===== config.mk =====
export PLATFORM = sky130hd
export DESIGN_NAME = desc_builder
export DESIGN_NICKNAME = d
export VERILOG_FILES = /design/src/pkg/surf_desc_pkg.sv /design/src/desc_builder.sv /design/src/desc_pack.sv /design/src/desc_check.sv
export VERILOG_INCLUDE_DIRS = /design/src /design/src/pkg
export SDC_FILE = /design/constraint.sdc
export NUM_CORES = 1
export LEC_CHECK = 0
export BUFFER_PORTS_ARGS = -buffer_cell sky130_fd_sc_hd__clkbuf_2
export CAP_MARGIN = 20
export CORE_UTILIZATION = 55
export CTS_CLUSTER_DIAMETER = 40
export DETAILED_ROUTE_END_ITERATION = 8
export HOLD_SLACK_MARGIN = 0.1
export PLACE_DENSITY = 0.78
export SLEW_MARGIN = 20
export SYNTH_ARGS = -nofsm -noshare
export SYNTH_HDL_FRONTEND = slang
export SYNTH_SLANG_ARGS = --single-unit

===== constraint.sdc =====
create_clock -name CLK -period 7.9 [get_ports CLK]
set_input_delay 0.395 -clock CLK [delete_from_list [all_inputs] [get_ports CLK]]
set_output_delay 0.395 -clock CLK [all_outputs]
set_load 0.01 [all_outputs]

===== src/pkg/surf_desc_defs.svh =====
// Offsets, field positions and limits for the descriptor builder
`ifndef SURF_DESC_DEFS_SVH
`define SURF_DESC_DEFS_SVH
`define OFS_CTRL      8'h00
`define OFS_SURF      8'h04
`define OFS_GEOM      8'h08
`define OFS_FLDA      8'h0c
`define OFS_FLDB      8'h10
`define OFS_RMIN      8'h14
`define OFS_STAT      8'h18
`define OFS_DW4       8'h1c
`define OFS_DW5       8'h20
`define RST_WORD      32'h0000_0000
`define CT_BUILD      0
`define CT_CLEAR      1
`define ST_BUSY       0
`define ST_DONE       1
`define ST_REFUSED    2
`define ST_VIOL_LSB   16
`define SF_KIND_LSB   0
`define SF_TILEX      3
`define SF_LINEAR     4
`define SF_BPP128     5
`define SF_YUV422     6
`define SF_SINTP      7
`define SF_MONO       8
`define SF_SAMP       9
`define SF_RT         10
`define SF_UAV        11
`define GM_DEPTH_LSB  0
`define GM_HEIGHT_LSB 11
`define FA_ROT_LSB    0
`define FA_ARR_LSB    2
`define FA_EXT_LSB    13
`define FA_FMT_BIT    24
`define FA_NS_LSB     25
`define FB_XOFF_LSB   0
`define FB_YOFF_LSB   9
`define FB_MLOD_LSB   14
`define FB_MIP_LSB    18
`define D4_ROT_LSB    29
`define D4_ARR_LSB    18
`define D4_EXT_LSB    7
`define D4_FMT_BIT    6
`define D4_NS_LSB     3
`define D5_XOFF_LSB   25
`define D5_YOFF_LSB   20
`define D5_MLOD_LSB   4
`define D5_MIP_LSB    0
`define D4_RSVD_MASK  32'h8000_0007
`define D5_RSVD_MASK  32'h010f_ff00
`define LIM_8X        27'd4194304
`define LIM_4X        27'd8388608
`define LOD_MAX       4'he
`define YOFF_MAX      5'd30
`define ARR_MAX       14'h7ff
`define CUBE_MUL      14'h006
`endif


===== src/pkg/surf_desc_pkg.sv =====
// Types shared by the descriptor builder
package surf_desc_pkg;
  typedef enum logic [1:0] {
    rotation_none          = 2'h0,
    rotation_quarter       = 2'h1,
    rotation_three_quarter = 2'h3
  } rotation_type;
  typedef enum logic [2:0] {
    single_sample = 3'h0,
    four_samples  = 3'h2,
    eight_samples = 3'h3
  } sample_count_type;
  typedef enum logic [2:0] {
    kind_1d = 3'h0, kind_2d = 3'h1, kind_3d = 3'h2, kind_cube = 3'h3,
    kind_buffer = 3'h4, structured_buffer_type = 3'h5
  } surf_kind_type;
  typedef enum logic [1:0] {
    st_idle = 2'b00, st_check = 2'b01, st_issue = 2'b11
  } state_type;
endpackage


===== src/desc_builder.sv =====
// APB-programmed builder that issues checked descriptor dwords 4 and 5
//
// Design decisions made here: the register addresses and register access over APB.
`timescale 1ns/1ns
`include "surf_desc_defs.svh"
module desc_builder (
  // Clock, reset, enable
  input  wire logic        CLK,
  input  wire logic        RESETN,
  input  wire logic        CE,
  // APB slave
  input  wire logic        PSEL,
  input  wire logic        PENABLE,
  input  wire logic        PWRITE,
  input  wire logic [7:0]  PADDR,
  input  wire logic [31:0] PWDATA,
  output logic      [31:0] PRDATA,
  output logic             PREADY,
  output logic             PSLVERR,
  // Descriptor port
  output logic      [31:0] DESC_DW4,
  output logic      [31:0] DESC_DW5,
  output logic             DESC_VALID,
  input  wire logic        DESC_READY
);
  surf_desc_pkg::state_type state_r;
  logic [31:0] surf_r;
  logic [31:0] geom_r;
  logic [31:0] flda_r;
  logic [31:0] fldb_r;
  logic [31:0] rmin_r;
  logic [31:0] prdata_r;
  logic [31:0] dw4_r;
  logic [31:0] dw5_r;
  logic [15:0] viol_r;
  logic [15:0] viol_w;
  logic [31:0] dw4_w;
  logic [31:0] dw5_w;
  logic [31:0] rdata_nxt;
  logic        pready_r;
  logic        pslverr_r;
  logic        valid_r;
  logic        done_r;
  logic        refused_r;
  logic        access;
  logic        wr_go;
  logic        mapped;
  logic        build_req;
  logic        clear_req;

  // Access phase; answer comes one cycle after the first access cycle
  assign access = PSEL & PENABLE;
  assign wr_go = access & pready_r & PWRITE;
  assign build_req = wr_go && PADDR == `OFS_CTRL && PWDATA[`CT_BUILD];
  assign clear_req = wr_go && PADDR == `OFS_CTRL && PWDATA[`CT_CLEAR];

  // Field checker
  desc_check u_check (
    .kind     (surf_r[`SF_KIND_LSB +: 3]),
    .flags    (surf_r[11:0]),
    .depth    (geom_r[`GM_DEPTH_LSB +: 11]),
    .height   (geom_r[`GM_HEIGHT_LSB +: 14]),
    .rot      (flda_r[`FA_ROT_LSB +: 2]),
    .min_arr  (flda_r[`FA_ARR_LSB +: 11]),
    .view_ext (flda_r[`FA_EXT_LSB +: 11]),
    .fmt      (flda_r[`FA_FMT_BIT]),
    .nsamp    (flda_r[`FA_NS_LSB +: 3]),
    .xoff     (fldb_r[`FB_XOFF_LSB +: 9]),
    .yoff     (fldb_r[`FB_YOFF_LSB +: 5]),
    .min_lod  (fldb_r[`FB_MLOD_LSB +: 4]),
    .mip_lod  (fldb_r[`FB_MIP_LSB +: 4]),
    .res_lod  (rmin_r[11:0]),
    .viol     (viol_w)
  );

  // Dword packer
  desc_pack u_pack (
    .rot      (flda_r[`FA_ROT_LSB +: 2]),
    .min_arr  (flda_r[`FA_ARR_LSB +: 11]),
    .view_ext (flda_r[`FA_EXT_LSB +: 11]),
    .fmt      (flda_r[`FA_FMT_BIT]),
    .nsamp    (flda_r[`FA_NS_LSB +: 3]),
    .xoff     (fldb_r[`FB_XOFF_LSB +: 9]),
    .yoff     (fldb_r[`FB_YOFF_LSB +: 5]),
    .min_lod  (fldb_r[`FB_MLOD_LSB +: 4]),
    .mip_lod  (fldb_r[`FB_MIP_LSB +: 4]),
    .yuv422   (surf_r[`SF_YUV422]),
    .dw4      (dw4_w),
    .dw5      (dw5_w)
  );

  // Read decode
  always_comb begin
    mapped = 1'b1;
    rdata_nxt = `RST_WORD;
    unique case (PADDR)
      `OFS_CTRL: rdata_nxt = `RST_WORD;
      `OFS_SURF: rdata_nxt = surf_r;
      `OFS_GEOM: rdata_nxt = geom_r;
      `OFS_FLDA: rdata_nxt = flda_r;
      `OFS_FLDB: rdata_nxt = fldb_r;
      `OFS_RMIN: rdata_nxt = rmin_r;
      `OFS_STAT: begin
        rdata_nxt[`ST_BUSY] = state_r != surf_desc_pkg::st_idle;
        rdata_nxt[`ST_DONE] = done_r;
        rdata_nxt[`ST_REFUSED] = refused_r;
        rdata_nxt[`ST_VIOL_LSB +: 16] = viol_r;
      end
      `OFS_DW4: rdata_nxt = dw4_r;
      `OFS_DW5: rdata_nxt = dw5_r;
      default: mapped = 1'b0;
    endcase
  end

  // APB answer: one wait cycle, error flag for unmapped words
  always_ff @(posedge CLK) begin
    if (!RESETN) begin
      pready_r <= 1'b0;
      pslverr_r <= 1'b0;
      prdata_r <= `RST_WORD;
    end else if (CE) begin
      pready_r <= access & ~pready_r;
      pslverr_r <= access & ~pready_r & ~mapped;
      if (access & ~pready_r & ~PWRITE) begin
        prdata_r <= rdata_nxt;
      end
    end
  end

  // Field registers; narrow fields keep unused bits zero on read
  always_ff @(posedge CLK) begin
    if (!RESETN) begin
      surf_r <= `RST_WORD;
      geom_r <= `RST_WORD;
      flda_r <= `RST_WORD;
      fldb_r <= `RST_WORD;
      rmin_r <= `RST_WORD;
    end else if (CE && wr_go && state_r == surf_desc_pkg::st_idle) begin
      // Fields freeze while a build is in flight so checked and sent agree
      unique case (PADDR)
        `OFS_SURF: surf_r <= {20'h0, PWDATA[11:0]};
        `OFS_GEOM: geom_r <= {7'h0, PWDATA[24:0]};
        `OFS_FLDA: flda_r <= {4'h0, PWDATA[27:0]};
        `OFS_FLDB: fldb_r <= {10'h0, PWDATA[21:0]};
        `OFS_RMIN: rmin_r <= {20'h0, PWDATA[11:0]};
        default: ;
      endcase
    end
  end

  // Build sequence: check, then issue or refuse
  always_ff @(posedge CLK) begin
    if (!RESETN) begin
      state_r <= surf_desc_pkg::st_idle;
      valid_r <= 1'b0;
      viol_r <= 16'h0000;
    end else if (CE) begin
      unique case (state_r)
        surf_desc_pkg::st_idle: begin
          // A build order while busy is simply dropped
          if (build_req) begin
            state_r <= surf_desc_pkg::st_check;
          end
        end
        surf_desc_pkg::st_check: begin
          viol_r <= viol_w;
          if (viol_w == 16'h0000) begin
            valid_r <= 1'b1;
            state_r <= surf_desc_pkg::st_issue;
          end else begin
            state_r <= surf_desc_pkg::st_idle;
          end
        end
        surf_desc_pkg::st_issue: begin
          // Hold until the engine side takes the dwords
          if (DESC_READY) begin
            valid_r <= 1'b0;
            state_r <= surf_desc_pkg::st_idle;
          end
        end
        default: state_r <= surf_desc_pkg::st_idle;
      endcase
    end
  end

  // Dwords are captured at check time and stay stable while offered
  always_ff @(posedge CLK) begin
    if (!RESETN) begin
      dw4_r <= `RST_WORD;
      dw5_r <= `RST_WORD;
    end else if (CE && state_r == surf_desc_pkg::st_check && viol_w == 16'h0000) begin
      dw4_r <= dw4_w;
      dw5_r <= dw5_w;
    end
  end

  // Sticky status; a new event beats a clear in the same cycle
  always_ff @(posedge CLK) begin
    if (!RESETN) begin
      done_r <= 1'b0;
      refused_r <= 1'b0;
    end else if (CE) begin
      if (state_r == surf_desc_pkg::st_issue && DESC_READY) begin
        done_r <= 1'b1;
      end else if (clear_req) begin
        done_r <= 1'b0;
      end
      if (state_r == surf_desc_pkg::st_check && viol_w != 16'h0000) begin
        refused_r <= 1'b1;
      end else if (clear_req) begin
        refused_r <= 1'b0;
      end
    end
  end

  // Outputs straight from flops
  assign PRDATA = prdata_r;
  assign PREADY = pready_r;
  assign PSLVERR = pslverr_r;
  assign DESC_DW4 = dw4_r;
  assign DESC_DW5 = dw5_r;
  assign DESC_VALID = valid_r;

  // Checks on issued descriptors
  a_reserved_rotation: assert property (@(posedge CLK) disable iff (!RESETN)
    DESC_VALID |-> DESC_DW4[`D4_ROT_LSB +: 2] != 2'h2)
    else $error("reserved rotation code issued");
  a_reserved_bits_zero: assert property (@(posedge CLK) disable iff (!RESETN)
    DESC_VALID |-> ((DESC_DW4 & `D4_RSVD_MASK) == `RST_WORD &&
                    (DESC_DW5 & `D5_RSVD_MASK) == `RST_WORD))
    else $error("reserved descriptor bit set");
  a_single_fmt_clear: assert property (@(posedge CLK) disable iff (!RESETN)
    DESC_VALID && DESC_DW4[`D4_NS_LSB +: 3] == 3'h0 |-> !DESC_DW4[`D4_FMT_BIT])
    else $error("storage bit set at single sample");
  a_ms_lod_zero: assert property (@(posedge CLK) disable iff (!RESETN)
    DESC_VALID && DESC_DW4[`D4_NS_LSB +: 3] != 3'h0 |->
      DESC_DW5[`D5_MLOD_LSB +: 4] == 4'h0 && DESC_DW5[`D5_MIP_LSB +: 4] == 4'h0)
    else $error("LOD nonzero on multisampled surface");
  a_linear_no_xoff: assert property (@(posedge CLK) disable iff (!RESETN)
    DESC_VALID && surf_r[`SF_LINEAR] |-> DESC_DW5[`D5_XOFF_LSB +: 7] == 7'h00)
    else $error("X origin on linear surface");
  a_rot_needs_xtile: assert property (@(posedge CLK) disable iff (!RESETN)
    DESC_VALID && DESC_DW4[`D4_ROT_LSB +: 2] != 2'h0 |-> surf_r[`SF_TILEX])
    else $error("rotation without X-major tiling");
  a_fault_blocks_issue: assert property (@(posedge CLK) disable iff (!RESETN)
    CE && state_r == surf_desc_pkg::st_check && viol_w != 16'h0000 |=>
      !DESC_VALID && refused_r)
    else $error("faulty descriptor issued");
  a_clean_issues: assert property (@(posedge CLK) disable iff (!RESETN)
    CE && state_r == surf_desc_pkg::st_check && viol_w == 16'h0000 |=>
      DESC_VALID && DESC_DW4 == $past(dw4_w) && DESC_DW5 == $past(dw5_w))
    else $error("clean descriptor not issued");
  a_hold_until_taken: assert property (@(posedge CLK) disable iff (!RESETN)
    DESC_VALID && !DESC_READY |=> DESC_VALID && $stable(DESC_DW4) && $stable(DESC_DW5))
    else $error("descriptor dropped before taken");

  // Duties of the far side that a refusal must keep away from the engine
  a_rot_not_on_uav: assert property (@(posedge CLK) disable iff (!RESETN)
    DESC_VALID && DESC_DW4[`D4_ROT_LSB +: 2] != 2'h0 |-> !surf_r[`SF_UAV])
    else $error("rotation on typed unordered view");
  a_cube_in_range: assert property (@(posedge CLK) disable iff (!RESETN)
    DESC_VALID && surf_r[`SF_KIND_LSB +: 3] == surf_desc_pkg::kind_cube |->
      ({3'h0, DESC_DW4[`D4_ARR_LSB +: 11]} * `CUBE_MUL) <= `ARR_MAX)
    else $error("cube minimum element out of range");
  a_ms_sampling_arr: assert property (@(posedge CLK) disable iff (!RESETN)
    DESC_VALID && DESC_DW4[`D4_NS_LSB +: 3] != 3'h0 && surf_r[`SF_SAMP] |->
      DESC_DW4[`D4_ARR_LSB +: 11] == 11'h000)
    else $error("minimum element on multisampled sampling surface");
  a_extent_is_depth: assert property (@(posedge CLK) disable iff (!RESETN)
    DESC_VALID && surf_r[`SF_RT] && surf_r[`SF_KIND_LSB +: 3] != surf_desc_pkg::kind_3d |->
      DESC_DW4[`D4_EXT_LSB +: 11] == geom_r[`GM_DEPTH_LSB +: 11])
    else $error("view extent differs from depth");
  a_sint_single: assert property (@(posedge CLK) disable iff (!RESETN)
    DESC_VALID && surf_r[`SF_SINTP] |-> DESC_DW4[`D4_NS_LSB +: 3] == 3'h0)
    else $error("signed partial-write target multisampled");
  a_bpp128_no_xoff: assert property (@(posedge CLK) disable iff (!RESETN)
    DESC_VALID && surf_r[`SF_BPP128] |-> DESC_DW5[`D5_XOFF_LSB +: 7] == 7'h00)
    else $error("X origin at 128 bits per pixel");
  a_mono_no_min_lod: assert property (@(posedge CLK) disable iff (!RESETN)
    DESC_VALID && surf_r[`SF_MONO] |-> DESC_DW5[`D5_MLOD_LSB +: 4] == 4'h0)
    else $error("minimum LOD on mono surface");
  a_lod_in_range: assert property (@(posedge CLK) disable iff (!RESETN)
    DESC_VALID |-> DESC_DW5[`D5_MLOD_LSB +: 4] <= `LOD_MAX &&
      DESC_DW5[`D5_MIP_LSB +: 4] <= `LOD_MAX)
    else $error("LOD field above fourteen");
  a_sample_code_legal: assert property (@(posedge CLK) disable iff (!RESETN)
    DESC_VALID |-> DESC_DW4[`D4_NS_LSB +: 3] == surf_desc_pkg::single_sample ||
      DESC_DW4[`D4_NS_LSB +: 3] == surf_desc_pkg::four_samples ||
      DESC_DW4[`D4_NS_LSB +: 3] == surf_desc_pkg::eight_samples)
    else $error("reserved sample count issued");
  a_fields_frozen: assert property (@(posedge CLK) disable iff (!RESETN)
    state_r != surf_desc_pkg::st_idle |=> $stable(surf_r) && $stable(geom_r) &&
      $stable(flda_r) && $stable(fldb_r) && $stable(rmin_r))
    else $error("field changed during a build");
  a_refuse_keeps_last: assert property (@(posedge CLK) disable iff (!RESETN)
    CE && state_r == surf_desc_pkg::st_check && viol_w != 16'h0000 |=>
      $stable(DESC_DW4) && $stable(DESC_DW5))
    else $error("refused build changed issued dwords");

  // Bus answer lasts one cycle; a low enable must freeze it mid-transfer
  a_ready_one_cycle: assert property (@(posedge CLK) disable iff (!RESETN)
    PREADY && CE |=> !PREADY)
    else $error("ready held past one cycle");
  a_err_with_ready: assert property (@(posedge CLK) disable iff (!RESETN)
    PSLVERR |-> PREADY)
    else $error("error flag without ready");
  a_enable_freezes: assert property (@(posedge CLK) disable iff (!RESETN)
    !CE |=> $stable(PREADY) && $stable(DESC_VALID) && $stable(state_r))
    else $error("state moved while disabled");

  // Main scenarios
  c_issue: cover property (@(posedge CLK) disable iff (!RESETN)
    DESC_VALID && DESC_READY);
  c_refuse: cover property (@(posedge CLK) disable iff (!RESETN)
    $rose(refused_r));
  c_stall: cover property (@(posedge CLK) disable iff (!RESETN)
    DESC_VALID && !DESC_READY ##1 DESC_VALID && DESC_READY);

  // Rarer corners: dropped build order, bus held by a low enable
  c_busy_drop: cover property (@(posedge CLK) disable iff (!RESETN)
    state_r != surf_desc_pkg::st_idle && build_req);
  c_enable_hold: cover property (@(posedge CLK) disable iff (!RESETN)
    !CE && PSEL && PENABLE);
endmodule


===== src/desc_pack.sv =====
// Packs programmed fields into descriptor dwords 4 and 5
`timescale 1ns/1ns
`include "surf_desc_defs.svh"
module desc_pack (
  // Fields
  input  wire logic [1:0]  rot,
  input  wire logic [10:0] min_arr,
  input  wire logic [10:0] view_ext,
  input  wire logic        fmt,
  input  wire logic [2:0]  nsamp,
  input  wire logic [8:0]  xoff,
  input  wire logic [4:0]  yoff,
  input  wire logic [3:0]  min_lod,
  input  wire logic [3:0]  mip_lod,
  input  wire logic        yuv422,
  // Dwords
  output logic      [31:0] dw4,
  output logic      [31:0] dw5
);
  logic fmt_eff;
  logic [6:0] xfield;
  // Format bit means nothing at one sample, so send it clear
  assign fmt_eff = fmt & (nsamp != surf_desc_pkg::single_sample);
  // YUV 4:2:2 counts the X origin in pairs, others in quads
  assign xfield = yuv422 ? xoff[7:1] : xoff[8:2];
  // Reserved bits stay zero by construction
  always_comb begin
    dw4 = `RST_WORD;
    dw4[`D4_ROT_LSB +: 2] = rot;
    dw4[`D4_ARR_LSB +: 11] = min_arr;
    dw4[`D4_EXT_LSB +: 11] = view_ext;
    dw4[`D4_FMT_BIT] = fmt_eff;
    dw4[`D4_NS_LSB +: 3] = nsamp;
    dw5 = `RST_WORD;
    dw5[`D5_XOFF_LSB +: 7] = xfield;
    dw5[`D5_YOFF_LSB +: 4] = yoff[4:1];
    dw5[`D5_MLOD_LSB +: 4] = min_lod;
    dw5[`D5_MIP_LSB +: 4] = mip_lod;
  end
endmodule


===== src/desc_check.sv =====
// Checks programmed fields against descriptor programming limits
`timescale 1ns/1ns
`include "surf_desc_defs.svh"
module desc_check (
  // Surface
  input  wire logic [2:0]  kind,
  input  wire logic [11:0] flags,
  input  wire logic [10:0] depth,
  input  wire logic [13:0] height,
  // Fields
  input  wire logic [1:0]  rot,
  input  wire logic [10:0] min_arr,
  input  wire logic [10:0] view_ext,
  input  wire logic        fmt,
  input  wire logic [2:0]  nsamp,
  input  wire logic [8:0]  xoff,
  input  wire logic [4:0]  yoff,
  input  wire logic [3:0]  min_lod,
  input  wire logic [3:0]  mip_lod,
  input  wire logic [11:0] res_lod,
  // Result
  output logic      [15:0] viol
);
  logic ms;
  logic big;
  logic [26:0] area;
  logic [13:0] cube_arr;
  assign ms = nsamp != surf_desc_pkg::single_sample;
  // Depth and height both carry minus one
  assign area = 27'({1'b0, depth} + 12'h001) * 27'({1'b0, height} + 15'h0001);
  assign big = (nsamp == surf_desc_pkg::eight_samples && area > `LIM_8X) ||
               (nsamp == surf_desc_pkg::four_samples && area > `LIM_4X);
  assign cube_arr = {3'h0, min_arr} * `CUBE_MUL;
  // One bit per refused condition; bit 15 covers both cube range and reserved sample code
  always_comb begin
    viol = 16'h0000;
    viol[0] = rot == 2'h2;
    viol[1] = rot != surf_desc_pkg::rotation_none && !flags[`SF_TILEX];
    viol[2] = rot != surf_desc_pkg::rotation_none && flags[`SF_UAV];
    viol[3] = ms && flags[`SF_SAMP] && min_arr != 11'h000;
    viol[4] = flags[`SF_RT] && kind != surf_desc_pkg::kind_3d && view_ext != depth;
    viol[5] = ms && flags[`SF_RT] && fmt && !big;
    viol[6] = big && !fmt;
    viol[7] = ms && (min_lod != 4'h0 || mip_lod != 4'h0 || res_lod != 12'h000);
    viol[8] = ms && flags[`SF_SINTP];
    viol[9] = flags[`SF_LINEAR] && xoff != 9'h000;
    viol[10] = flags[`SF_BPP128] && xoff != 9'h000;
    viol[11] = flags[`SF_YUV422] ? (xoff[0] || xoff[8]) : (xoff[1:0] != 2'h0);
    viol[12] = yoff[0] || yoff > `YOFF_MAX;
    viol[13] = flags[`SF_MONO] && min_lod != 4'h0;
    viol[14] = min_lod > `LOD_MAX || mip_lod > `LOD_MAX;
    viol[15] = (kind == surf_desc_pkg::kind_cube && cube_arr > `ARR_MAX) ||
               (ms && nsamp != surf_desc_pkg::four_samples &&
                nsamp != surf_desc_pkg::eight_samples);
  end
endmodule


==> reports/metrics.cfg <==
[outcome]
status=complete, no violations

[clock_network]
clk_path_buf_depth=3
numCtsBuffers=24
cts_sinks=201
clk_latency_ns=0.53
root_buffer=clkbuf_16
htreeDepth=1
clk_pin_slew_ns=0.06
cts_tree=built

[critical_path]
endpoint_kind=flip-flop
cpMostUsedCell=fa_1
crit_family=adder cells
crit_fanout=8
critPathMaxStageDelay_ns=0.55
path_buf_inv=7
startpoint_type=flip-flop
crit_arrival_ns=8.06
worstSetupPathType=reg -> reg
r2r_slack_ns=0.25
cp.required_ns=8.30
cp_slowest_cell=fa_1

[route]
route.met3.wl_um=6110
routed.top_layer=met5
drt_iter0_drc=2000
wl_per_cell_um=20.5
wl_um=50600
vias_per_cell=6.12
met2_length_um=22800
ant_nets=0
met1_length_um=19700
first_pass_iters=8
drc=0
vias=15100

[cells_and_area]
fin_area_um2=18000
nets=2339
final.fill_count=2434
seq_area_um2=4030
multi_input_area_um2=10400
fin_cells=2476
synthToLayoutAreaGrowth_pct=15.5
drive_gt1_share_pct=15.2
antenna_cells=0

[yosys]
synth_top_area_share_pct=25.8
synth_async_sr_flop_share_pct=0
ys_ff_latch=201
netlist-cell-type-count=72
synth.top_cells.by_count=nand2_1 (378), a21oi_1 (217), dfxtp_1 (201)
synth_area_leaders=dfxtp_1 (26%), fa_1 (17%), nand2_1 (9.1%)
seq_area_frac_synth_pct=25.8
yosysTopAreaCell=dfxtp_1
syn_area_um2=15600
synth_edf_count=0
ys.flop_type=dfxtp_1
synthCells=1966
yosys_warnings=0
syn_avg_cell_area_um2=7.92
synth_most_common_cell=nand2_1

[worst_hold_path]
hp-class=in -> reg

[pwr]
power_leakage_nw=7.72
clockPowerShare_pct=52.1
intPower_mw=1.73
swShare_pct=23.3
pwr-share-seq_pct=45.1
p_per_area_nw_per_um2=126
share_comb_of_total_power_pct=2.8
power_switching_uw=527
ir_drop_mv=0.151

[sta]
max-slew-margin-rel_pct=26.9
max_slew.worst_pin.slew_ns=1.10
finClkSkew_ns=0.0225
hold_viol_final=0
max_clock_freq_mhz=131
min_period_ns=7.65
drv_slew=0
min_period_over_period_pct=96.9
worst_slack_ns=0.248
setup_tns_ns=0
finalSetupViolations=0

[place]
gp_congestion=0.974
hpwl_um=37200
dp_cells=2415
numPortBuffers=124
placed_cell_area_um2=16700
place_ws_ns=0.0759

[global_route]
overflow=0
grt_antenna_before_repair=0
grt_pass1_vias=14400
grt_start_max_net_pins=102
track_usage_pct=34.8
grt_first_pass_wirelength_um=78200

[job]
max_cap_violations=0

[floorplanning]
die_w_um=170
start_util_pct=56.1
rows=61
dieArea_um2=29000
boundaryPins=146
core-area_um2=27800
fp.dieH_um=170

## power groups by stage
| stage | clock (mW) | combinational, mW | sequential (mW) |
|---|---|---|---|
| floorplan | 0 | 0.0332 | 1.04 |
| global placement | 0 | 0.0587 | 1.04 |
| detailed placement | 0 | 0.0592 | 1.04 |
| CTS | 1.17 | 0.0606 | 1.02 |
| global route | 1.22 | 0.0670 | 1.02 |
| finish | 1.18 | 0.0635 | 1.02 |
## final timing paths
path | cells past startpoint | endpoint | startpoint
setup / recovery | 28 | DESC_DW4[5] | geom_r[15]
hold / removal | 3 | flda_r[23] | PWDATA[23]
setup reg to reg | 28 | DESC_DW4[5] | geom_r[15]
hold reg to reg | 2 | viol_r[14] | viol_r[14]
## through the flow
stage / hold slack (ns) / power [mW] / util [%]
2_1_floorplan: 0.432 / 1.07 / -
3_3_place_gp: 0.441 / 1.10 / 60.3
3_5_place_dp: 0.445 / 1.10 / 60.3
4_1_cts: 0.125 / 2.25 / 63.4
5_1_grt: 0.134 / 2.30 / 64.7
6_report: 0.134 / 2.26 / 64.7
## registers in the layout, summed over array words and instances, names as in the netlist
signal,count
PRDATA,32
DESC_DW4,28
flda_r,28
geom_r,25
fldb_r,22
DESC_DW5,19
viol_r,16
rmin_r,12
surf_r,12
state_r,2
DESC_VALID,1
PREADY,1
PSLVERR,1
done_r,1
refused_r,1
## cells in the final DEF, fill, tap and decap left out, types with 8 or more instances in the layout
master	synthesis	final
a21o_1	11	11
a21oi_1	217	214
a221oi_1	15	15
a22o_1	15	15
a22oi_1	35	35
a31oi_1	24	24
and2_1	23	22
and3_1	24	21
buf_12	0	8
buf_4	19	84
clkbuf_16	0	26
clkbuf_2	0	124
conb_1	1	17
dfxtp_1	201	198
fa_1	130	130
ha_1	81	73
inv_1	192	191
mux2_2	8	8
mux2i_1	13	13
nand2_1	378	376
nand2b_1	21	21
nand3_1	28	26
nand4_1	54	54
nor2_1	103	100
nor3_1	17	13
nor4_1	12	11
o21ai_0	32	31
o21ai_1	40	37
xnor2_1	28	26
xor2_1	28	25
## worst reg2reg max path, delay by kind of cell, from the launching register on
family,cells,cell delay [ns]
adders and majority gates,6,2.84
AOI/OAI and AO/OA,7,1.91
and+or+nand+nor,6,0.97
buffers and inverters,7,0.83
xor gates and xnor gates,2,0.62
DFF,1,0.36
## layout make-up
type	instances	area share, %
multi-input combinational	1441	58.1
sequential	201	22.4
timing repair buffer	221	8.20
inverter	192	4.02
clock buffer	29	3.62
tap	378	2.63
clock inverter	14	1.07
## what timing repair did
action | in CTS | in global routing
resized for setup | 0 | 48
hold endpoints to repair | 3 | 0
buffers inserted | 0 | 14
setup endpoints to repair | 0 | 53
hold buffers | 3 | 0
## per-layer routing
metal | vias up | track usage (%)
met5 | - | 1.91
met4 | 2 | 11.0
met3 | 171 | 8.77
met2 | 900 | 53.8
met1 | 7290 | 47.3
li1 | 6779 | -
## kinds of logic after synthesis
kind of cell / after synthesis / synth area share (%)
XOR/XNOR: 56 / 3.15
AND/OR/NAND/NOR: 689 / 19.9
adder cells (fa/ha/maj): 211 / 23.2
AO/OA/AOI/OAI: 447 / 17.4
multiplexers: 21 / 1.41
other: 1 / 0.0241
buffers and inverters: 340 / 9.07
flip-flops: 201 / 25.8
Power figures use the tool's default switching activity.
